[config.mk]
export PLATFORM = sky130hd
export DESIGN_NAME = smr_regs
export DESIGN_NICKNAME = d
export VERILOG_FILES = /design/src/logic/smr_pkg.sv /design/src/logic/smr_regs.sv
export SDC_FILE = /design/constraint.sdc
export NUM_CORES = 1
export LEC_CHECK = 0
export BUFFER_PORTS_ARGS = -buffer_cell sky130_fd_sc_hd__buf_2
export CAP_MARGIN = 30
export CORE_MARGIN = 10
export CORE_UTILIZATION = 50
export DETAILED_ROUTE_END_ITERATION = 16
export PLACE_DENSITY = 0.78
export SKIP_CTS_REPAIR_TIMING = 1
export SYNTH_ARGS = -nofsm -noshare
export SYNTH_HDL_FRONTEND = slang
export SYNTH_SLANG_ARGS = --single-unit
export TNS_END_PERCENT = 100
[constraint.sdc]
create_clock -name ref_clk -period 1.6 [get_ports ref_clk]
set_input_delay 0.24 -clock ref_clk [delete_from_list [all_inputs] [get_ports ref_clk]]
set_output_delay 0.24 -clock ref_clk [all_outputs]
set_load 0.005 [all_outputs]
[src/logic/smr_pkg.sv]
// package: register indices, field positions and reset values of the supply monitor registers
package smr_pkg;
    // register indices within the module
    localparam logic [4:0] IDX_THRESH = 5'h00;
    localparam logic [4:0] IDX_PWR_EN = 5'h01;
    localparam logic [4:0] IDX_IRQ_EN = 5'h0A;
    localparam logic [4:0] IDX_STATUS = 5'h0B;
    // reset values
    localparam logic [15:0] PWR_EN_RST = 16'h0400;
    localparam logic [15:0] THRESH_RST = 16'h0000;
    localparam logic [15:0] IRQ_EN_RST = 16'h0001;
    // writable bit masks
    localparam logic [15:0] PWR_EN_WMASK = 16'h1CFB;
    localparam logic [15:0] IRQ_EN_WMASK = 16'h0077;
    localparam logic [15:0] THRESH_WMASK = 16'h003F;
    // field positions
    localparam int PE_IO_DET = 12;
    localparam int PE_CORE_DET = 11;
    localparam int PE_CORE_RST = 10;
    localparam int IE_IO = 5;
    localparam int IE_CORE = 4;
    localparam int ST_IO_LVL = 15;
    localparam int ST_CORE_LVL = 14;
    localparam int ST_IO_FLAG = 5;
    localparam int ST_CORE_FLAG = 4;
    localparam int ST_OVR = 2;
endpackage

[src/logic/smr_regs.sv]
// supply monitor register bank: power enable, interrupt enable, status, threshold select
//
// Functional notes
// - power enable resets to 0400h always
// - power enable bits 15,14,13,9,8,2 read zero
// - bit 12 enables io brownout detection
// - bit 11 enables core brownout detection
// - bit 10 enables core brownout reset
// - cpu needs global enable and mask five
// - irq enable bits 15..7,3 read zero
// - irq enable bit 5 gates io flag
// - irq enable bit 4 gates core flag
// - irq enable bit 0 spare, resets one
// - overrun clears any reset; others only power-on
// - status read clears latched flags only
// - status bit 15 live io level
// - status bit 14 live core level
// - status bit 5 latches io brownout
// - status bit 4 latches core brownout
// - status read-only, reserved bits zero
// - threshold selectors; reset selector power-on only
// - hold reset low during core brownout
`timescale 1ns/1ps
module smr_regs
(
    input wire logic ref_clk,
    input wire logic rst_n,
    input wire logic por_n,
    input wire logic reg_sel,
    input wire logic reg_wr,
    input wire logic reg_rd,
    input wire logic [4:0] reg_idx,
    input wire logic [15:0] reg_wdata,
    output logic [15:0] reg_rdata,
    input wire logic io_cmp_above,
    input wire logic core_cmp_above,
    input wire logic core_rst_cmp_below,
    input wire logic converter_overrun_set,
    input wire logic global_irq_enable,
    input wire logic irq_mask_bit_five,
    output logic io_brownout_irq,
    output logic core_brownout_irq,
    output logic cpu_irq_req,
    output logic reset_pin_out,
    output logic reset_pin_oe,
    output logic [1:0] io_irq_threshold_sel,
    output logic [1:0] core_irq_threshold_sel,
    output logic [1:0] core_reset_threshold_sel,
    output logic io_brownout_detect_en,
    output logic core_brownout_detect_en,
    output logic core_brownout_reset_en
);
    logic [15:0] pwr_en_r;
    logic [15:0] irq_en_r;
    logic [3:0] irq_thresh_r;
    logic [1:0] rst_thresh_r;
    logic [5:0] thresh_r;
    logic [1:0] io_sync_r;
    logic [1:0] core_sync_r;
    logic [1:0] rst_sync_r;
    logic io_flag_r;
    logic core_flag_r;
    logic ovr_flag_r;
    logic io_lvl_r;
    logic core_lvl_r;
    logic wr_pe;
    logic wr_ie;
    logic wr_th;
    logic rd_st;
    logic io_det;
    logic core_det;
    logic [15:0] rdata_nxt;

    // write and read strobes
    assign wr_pe = reg_sel && reg_wr && (reg_idx == smr_pkg::IDX_PWR_EN);
    assign wr_ie = reg_sel && reg_wr && (reg_idx == smr_pkg::IDX_IRQ_EN);
    assign wr_th = reg_sel && reg_wr && (reg_idx == smr_pkg::IDX_THRESH);
    assign rd_st = reg_sel && reg_rd && (reg_idx == smr_pkg::IDX_STATUS);

    // --------------------------------------------------
    // comparator synchronisers
    // --------------------------------------------------
    // two-stage sync
    always_ff @(posedge ref_clk)
    begin
        io_sync_r <= {io_sync_r[0], io_cmp_above};
        core_sync_r <= {core_sync_r[0], core_cmp_above};
        rst_sync_r <= {rst_sync_r[0], core_rst_cmp_below};
    end

    assign io_det = pwr_en_r[smr_pkg::PE_IO_DET] && !io_sync_r[1];
    assign core_det = pwr_en_r[smr_pkg::PE_CORE_DET] && !core_sync_r[1];

    // --------------------------------------------------
    // control registers
    // --------------------------------------------------
    // power enable, masked writes
    always_ff @(posedge ref_clk)
    begin
        if (!rst_n)
            pwr_en_r <= smr_pkg::PWR_EN_RST;
        else if (wr_pe)
            pwr_en_r <= reg_wdata & smr_pkg::PWR_EN_WMASK;
    end

    // irq enable masked writes, spare bit resets one
    always_ff @(posedge ref_clk)
    begin
        if (!rst_n)
            irq_en_r <= smr_pkg::IRQ_EN_RST;
        else if (wr_ie)
            irq_en_r <= reg_wdata & smr_pkg::IRQ_EN_WMASK;
    end

    // interrupt selectors clear on any reset
    always_ff @(posedge ref_clk)
    begin
        if (!rst_n)
            irq_thresh_r <= smr_pkg::THRESH_RST[5:2];
        else if (wr_th)
            irq_thresh_r <= reg_wdata[5:2];
    end

    // reset selector clears only on power-on
    always_ff @(posedge ref_clk)
    begin
        if (!por_n)
            rst_thresh_r <= smr_pkg::THRESH_RST[1:0];
        else if (wr_th)
            rst_thresh_r <= reg_wdata[1:0];
    end

    // threshold image, interrupt bits 5:2 and reset bits 1:0 each owned by its own reset domain
    assign thresh_r = {irq_thresh_r, rst_thresh_r};

    // --------------------------------------------------
    // status flags
    // --------------------------------------------------
    // latch, clear on read, set wins
    always_ff @(posedge ref_clk)
    begin
        if (!por_n)
        begin
            io_flag_r <= 1'b0;
            core_flag_r <= 1'b0;
        end
        else
        begin
            io_flag_r <= io_det || (io_flag_r && !rd_st);
            core_flag_r <= core_det || (core_flag_r && !rd_st);
        end
    end

    always_ff @(posedge ref_clk)
    begin
        if (!rst_n)
            ovr_flag_r <= 1'b0;
        else
            ovr_flag_r <= converter_overrun_set || (ovr_flag_r && !rd_st);
    end

    always_ff @(posedge ref_clk)
    begin
        if (!por_n)
        begin
            io_lvl_r <= 1'b0;
            core_lvl_r <= 1'b0;
        end
        else
        begin
            io_lvl_r <= pwr_en_r[smr_pkg::PE_IO_DET] && io_sync_r[1];
            core_lvl_r <= pwr_en_r[smr_pkg::PE_CORE_DET] && core_sync_r[1];
        end
    end

    // --------------------------------------------------
    // read data
    // --------------------------------------------------
    // status image, reserved bits zero
    always_comb
    begin
        rdata_nxt = 16'h0000;
        if (reg_sel && reg_rd)
        begin
            unique case (reg_idx)
                smr_pkg::IDX_THRESH: rdata_nxt = {10'h000, thresh_r};
                smr_pkg::IDX_PWR_EN: rdata_nxt = pwr_en_r;
                smr_pkg::IDX_IRQ_EN: rdata_nxt = irq_en_r;
                smr_pkg::IDX_STATUS:
                begin
                    rdata_nxt[smr_pkg::ST_IO_LVL] = io_lvl_r;
                    rdata_nxt[smr_pkg::ST_CORE_LVL] = core_lvl_r;
                    rdata_nxt[smr_pkg::ST_IO_FLAG] = io_flag_r;
                    rdata_nxt[smr_pkg::ST_CORE_FLAG] = core_flag_r;
                    rdata_nxt[smr_pkg::ST_OVR] = ovr_flag_r;
                end
                default: rdata_nxt = 16'h0000;
            endcase
        end
    end

    always_ff @(posedge ref_clk)
    begin
        if (!rst_n)
            reg_rdata <= 16'h0000;
        else
            reg_rdata <= rdata_nxt;
    end

    // --------------------------------------------------
    // interrupt requests and reset pin
    // --------------------------------------------------
    // enable gating, cpu acceptance
    always_ff @(posedge ref_clk)
    begin
        if (!rst_n)
        begin
            io_brownout_irq <= 1'b0;
            core_brownout_irq <= 1'b0;
            cpu_irq_req <= 1'b0;
        end
        else
        begin
            io_brownout_irq <= io_flag_r && irq_en_r[smr_pkg::IE_IO];
            core_brownout_irq <= core_flag_r && irq_en_r[smr_pkg::IE_CORE];
            cpu_irq_req <= global_irq_enable && irq_mask_bit_five
                && ((io_flag_r && irq_en_r[smr_pkg::IE_IO])
                || (core_flag_r && irq_en_r[smr_pkg::IE_CORE]));
        end
    end

    // drive reset low during core brownout
    always_ff @(posedge ref_clk)
    begin
        reset_pin_out <= 1'b0;
        if (!por_n)
            reset_pin_oe <= 1'b0;
        else
            reset_pin_oe <= pwr_en_r[smr_pkg::PE_CORE_RST] && rst_sync_r[1];
    end

    // configuration outputs
    always_ff @(posedge ref_clk)
    begin
        io_irq_threshold_sel <= thresh_r[5:4];
        core_irq_threshold_sel <= thresh_r[3:2];
        core_reset_threshold_sel <= thresh_r[1:0];
        io_brownout_detect_en <= pwr_en_r[smr_pkg::PE_IO_DET];
        core_brownout_detect_en <= pwr_en_r[smr_pkg::PE_CORE_DET];
        core_brownout_reset_en <= pwr_en_r[smr_pkg::PE_CORE_RST];
    end
endmodule

# ---- Word-level counts from Yosys, hierarchy flattened
# Cells that the tools add are included.
dict set report word_totals {
  register_bits 62
  inputBits 33
  output_inout_bits 30
  word_cells 60
}
dict set report op_classes {
  eq_ne 3
  mux 5
  n_reduce_logical 28
}
# cell count
set op_table {}
lappend op_table {{1-bit logical AND} 18}
lappend op_table {{7-bit one-hot mux with 2 select lines} 1}
lappend op_table {{5-bit by 4-bit equality test with 1-bit output (second input constant)} 2}
lappend op_table {{2-bit one-hot mux with 4 select lines} 1}
lappend op_table {{2-bit one-hot mux with 3 select lines} 1}
lappend op_table {{5-bit by 1-bit equality test with 1-bit output (second input constant)} 1}
lappend op_table {{5-bit zero test} 1}
lappend op_table {{1-bit logical OR} 4}
lappend op_table {{1-bit zero test} 3}
lappend op_table {{1-bit one-hot mux with 3 select lines} 1}
lappend op_table {{3-bit AND reduction} 1}
lappend op_table {{1-bit one-hot mux with 2 select lines} 1}
lappend op_table {{2-bit AND reduction} 1}

# ---- Logic depth before layout (Yosys ltp)
dict set report depth {
  word_depth 5
  mapped_depth 5
  mapped_depth_nobuf 3
}

# ---- Worst setup path before layout
# No wires, ideal clock.
dict set report synth_timing {
  path_kind {input-to-reg}
  startpoint {input port reg_idx[0]}
  endpoint {register pwr_en_r[4]}
  setup_ps 72
  arrival_ps 1114
  required_time_ps 1528
  path_slack_ps 415
  cell_stages 5
  path_buffers 2
  cell_sequence {buf_4 -> nor2b_4 -> and4_4 -> buf_8 -> mux2i_1}
}
dict set report synth_via {
  elab_chain_cells 2
}
# item line_no
set synth_lines {}
lappend synth_lines {{start: declaration} smr_regs.sv:32} ;# input wire logic [4:0] reg_idx,
lappend synth_lines {{5-bit by 1-bit equality test with 1-bit output} smr_regs.sv:75} ;# assign wr_pe = reg_sel && reg_wr && (reg_idx == smr_pkg::IDX_PWR_EN);
lappend synth_lines {{1-bit logical AND} smr_regs.sv:75}
lappend synth_lines {{end signal: assignment} smr_regs.sv:101} ;# pwr_en_r <= smr_pkg::PWR_EN_RST;
lappend synth_lines {{end signal: assignment} smr_regs.sv:103} ;# pwr_en_r <= reg_wdata & smr_pkg::PWR_EN_WMASK;
lappend synth_lines {{end: declaration} smr_regs.sv:53} ;# logic [15:0] pwr_en_r;
# Every way passes these cells.
# A chain may end at the register's enable or synchronous reset.

# ---- Worst setup path in the final report
dict set report layout_timing {
  startpoint {input port reg_idx[1]}
  endpoint {register irq_thresh_r[2]}
}
dict set report layout_via {
  elab_chain_cells 2
}
# item line_no
set layout_lines {}
lappend layout_lines {{5-bit zero test} smr_regs.sv:77} ;# assign wr_th = reg_sel && reg_wr && (reg_idx == smr_pkg::IDX_THRESH);
lappend layout_lines {{1-bit logical AND} smr_regs.sv:77}
lappend layout_lines {{end signal: assignment} smr_regs.sv:119} ;# irq_thresh_r <= smr_pkg::THRESH_RST[5:2];
lappend layout_lines {{end signal: assignment} smr_regs.sv:121} ;# irq_thresh_r <= reg_wdata[5:2];
lappend layout_lines {{end: declaration} smr_regs.sv:55} ;# logic [3:0] irq_thresh_r;
# Every way passes these cells.

==> metrics.md <==
| Metric | Value |
|---|---|
| Setup TNS | 0 ps |
| I/O pin count | 63 |
| Clock sinks | 59 |
| Initial antenna violation count | 0 |
| Routed WL | 4.563 mm |
| Share of Yosys cell area claimed by the top area cell type | 56.32% |
| Synthesized flop and latch total | 59 |
| Post-layout minimum cycle time | 1079 ps |
| Grt ovf | 0 |
| CTS buffer count | 9 |
| CTS clock-pin slew for the worst setup and hold paths | 60 ps |
| Starting Density | 52.05% |
| Leak | 1.181 nW |
| Endpoints failing hold | 0 |
| Antenna Nets Post-Route | 0 |
| Setup Viol. Count Final | 0 |
| Routed length per instance | 14.72 µm |
| Area delta synth->final | 23.39% |
| Cell-internal power | 2.220 mW |
| Total die area | 7184 µm² |
| Drt drc | 0 |
| First-pass DRT Iterations | 4 |
| Worst hold slack | 104.1 ps |
| YS warnings | 0 |
| ANT cells | 0 |
| NetSw | 0.6161 mW |
| Layout cells sized above 1 | 32.31% |
| Seq/Total Area, Yosys | 56.32% |
| Vias in the first global route | 1543 |
| Num rows | 23 |
| Placer Congestion | 0.8049 |
| Main synth FF type | dfxtp_1 |
| Crit path max fanout | 7 |
| Max-slew violation count | 0 |
| Core area | 4029 µm² |
| Buf/Inv on CP | 1 |
| Worst setup SP type | primary input |
| Die X | 84.76 µm |
| Total GRT Usage | 12.95% |
| Slowest-stage cell, CP | and4_2 |
| Cell variety after synth | 32 |
| Worst-path cell chain | buf_2 -> nor3_4 -> and4_2 -> mux2i_1 |
| Die Y | 84.76 µm |
| Setup repair after global routing missed its margin | false |
| FFs w/ async S/R, synth | 0% |
| Synth area leaders | dfxtp_1 (56%), mux2i_1 (11%), nand2_1 (6.4%) |
| Initial drt markers | 83 |
| Pwr/cell area | 1096 nW/µm² |
| Pin count of the biggest net entering global routing | 20 |
| CTS max path bufs | 2 |
| CP Capture Type | flip-flop |
| EDFF count, synth | 0 |
| Via density | 4.926 |
| Sequential share of power | 52.5% |
| # port buffers | 53 |
| DP Wirelength | 3.353 mm |
| Comb power frac | 4.9% |
| Final clock skew | 5.133 ps |
| Worst hold path class | primary input to flip-flop |
| Total power | 2.836 mW |
| Family with the most delay on the worst path | simple AND/OR/NAND/NOR gates |
| Synthesized netlist cell count | 194 |
| Final #Nets | 289 |
| Fmax | 926.6 MHz |
| Mapped cell area | 2097 µm² |
| CTS tree | done |
| First-pass GRT wire length | 7.300 mm |
| Yosys top cell by area | dfxtp_1 |
| CP arrival | 1340 ps |
| H-Tree Depth | 3 |
| Tcrit/Tclk final | 67.45% |
| Worst IR drop on VDD | 0.6496 mV |
| Worst skew pair latency | 340 ps |
| Status | finished clean |
| Max incr delay on CP | 440 ps |
| Vias | 1527 |
| Switching part of the total | 21.72% |
| Clk pwr share | 42.6% |
| Max-cap violation count | 0 |
| Crit path required time | 1860 ps |
| Setup Crit Path Kind | primary input to flip-flop |
| Mean area per synthesized cell | 10.81 µm² |
| Root Driver | clkbuf_8 |
-- flip-flops by register name, summed over array words and instances, names as in the netlist --
signal and flops:
core_lvl_r 1, io_sync_r 2, io_irq_threshold_sel 2, io_brownout_detect_en 1
io_lvl_r 1, core_sync_r 2, core_flag_r 1, cpu_irq_req 1
core_irq_threshold_sel 2, irq_en_r 6, rst_sync_r 2, core_brownout_detect_en 1
io_brownout_irq 1, ovr_flag_r 1, irq_thresh_r 4, io_flag_r 1
reg_rdata 13, core_brownout_irq 1, reset_pin_oe 1, rst_thresh_r 2
pwr_en_r 10, core_reset_threshold_sel 2, core_brownout_reset_en 1
-- cells in the mapped netlist, types with 2 or more instances --
| library cell | n |
|---|---|
| and2_1 | 6 |
| o21ai_0 | 3 |
| nor2_1 | 5 |
| clkbuf_1 | 4 |
| buf_4 | 5 |
| buf_6 | 2 |
| nand3_1 | 7 |
| a21oi_1 | 4 |
| nor2b_1 | 4 |
| mux2i_1 | 22 |
| dfxtp_1 | 59 |
| a32oi_1 | 5 |
| and3_1 | 8 |
| nand2_1 | 36 |
| nand3b_1 | 2 |
| mux2_2 | 5 |
| o211ai_1 | 2 |
-- power groups by stage --
stage	Combinational [mW]	Sequential, mW	Clock [mW]
global route	0.154	1.49	1.29
CTS	0.134	1.49	1.23
floorplan	0.0762	1.52	0
global placement	0.131	1.52	0
finish	0.140	1.49	1.21
detailed placement	0.134	1.52	0
-- per-stage QoR --
stage	std cells	util, %	worst slack, ps	area, µm²
finish	310	64.22	520.8	2587
global route	310	64.22	430.7	2587
CTS	307	63.48	524.7	2557
detailed placement	292	59.04	164.6	2379
global placement	292	59.04	207.5	2379
floorplan	197	-	414.6	2108
-- final timing paths --
check / slack, ps / endpoint / start / cells past startpoint
worst max-delay path: 520 / irq_thresh_r[2] / reg_idx[1] / 4
worst min-delay path: 100 / ovr_flag_r / converter_overrun_set / 3
worst max register to register: 610 / reg_rdata[5] / irq_thresh_r[3] / 3
worst min register to register: 330 / core_sync_r[1] / core_sync_r[0] / 0
-- worst reg2reg max path: stages, from the launching register on --
cell and delay (ps):
dfxtp_1 320, mux2_2 270, a32oi_1 180, a21oi_1 100
-- cell families after synthesis --
kind of cell	Yosys count	share of synthesized area [%]
buffers and inverters	13	4.534
DFF	59	56.32
AOI/OAI and AO/OA	15	4.952
and+or+nand+nor	79	20.82
muxes	27	13.19
other	1	0.1788
-- layout by cell type (no fill, tap or decap) --
cell type,n
dfxtp_1,59
buf_2,53
nand2_1,36
mux2i_1,22
clkbuf_8,12
and3_1,8
nand3_1,7
and2_1,6
mux2_2,5
a32oi_1,5
nor2_1,5
buf_4,5
nor2b_1,4
a21oi_1,4
conb_1,4
o21ai_0,3
dlygate4sd3_1,3
nand3b_1,2
o211ai_1,2
clkinv_2,2
nor3_4,1
nor2_4,1
and4_2,1
and3b_1,1
nand4_4,1
nor2b_4,1
and4_4,1
and4_1,1
o211a_1,1
and3_2,1
nor4_1,1
nor3_1,1
clkbuf_1,1
-- layout make-up --
cell class | count | area [µm²]
Fill cell | 323 | 1441
Sequential cell | 59 | 1181
Multi-Input combinational cell | 125 | 832.0
Timing Repair Buffer | 61 | 332.8
Clock buffer | 13 | 168.9
Tap cell | 50 | 62.56
Clock inverter | 2 | 10.01
-- per-layer routing --
metal / GRT usage, % / up-vias / wire length (µm)
met1: 13.45 / 690 / 1929
met4: 6.737 / 0 / 90
met3: 6.957 / 7 / 353
met2: 20.73 / 47 / 2190
li1: - / 783 / -
met5: 0 / - / 0
(Power assumes the default switching activity.)
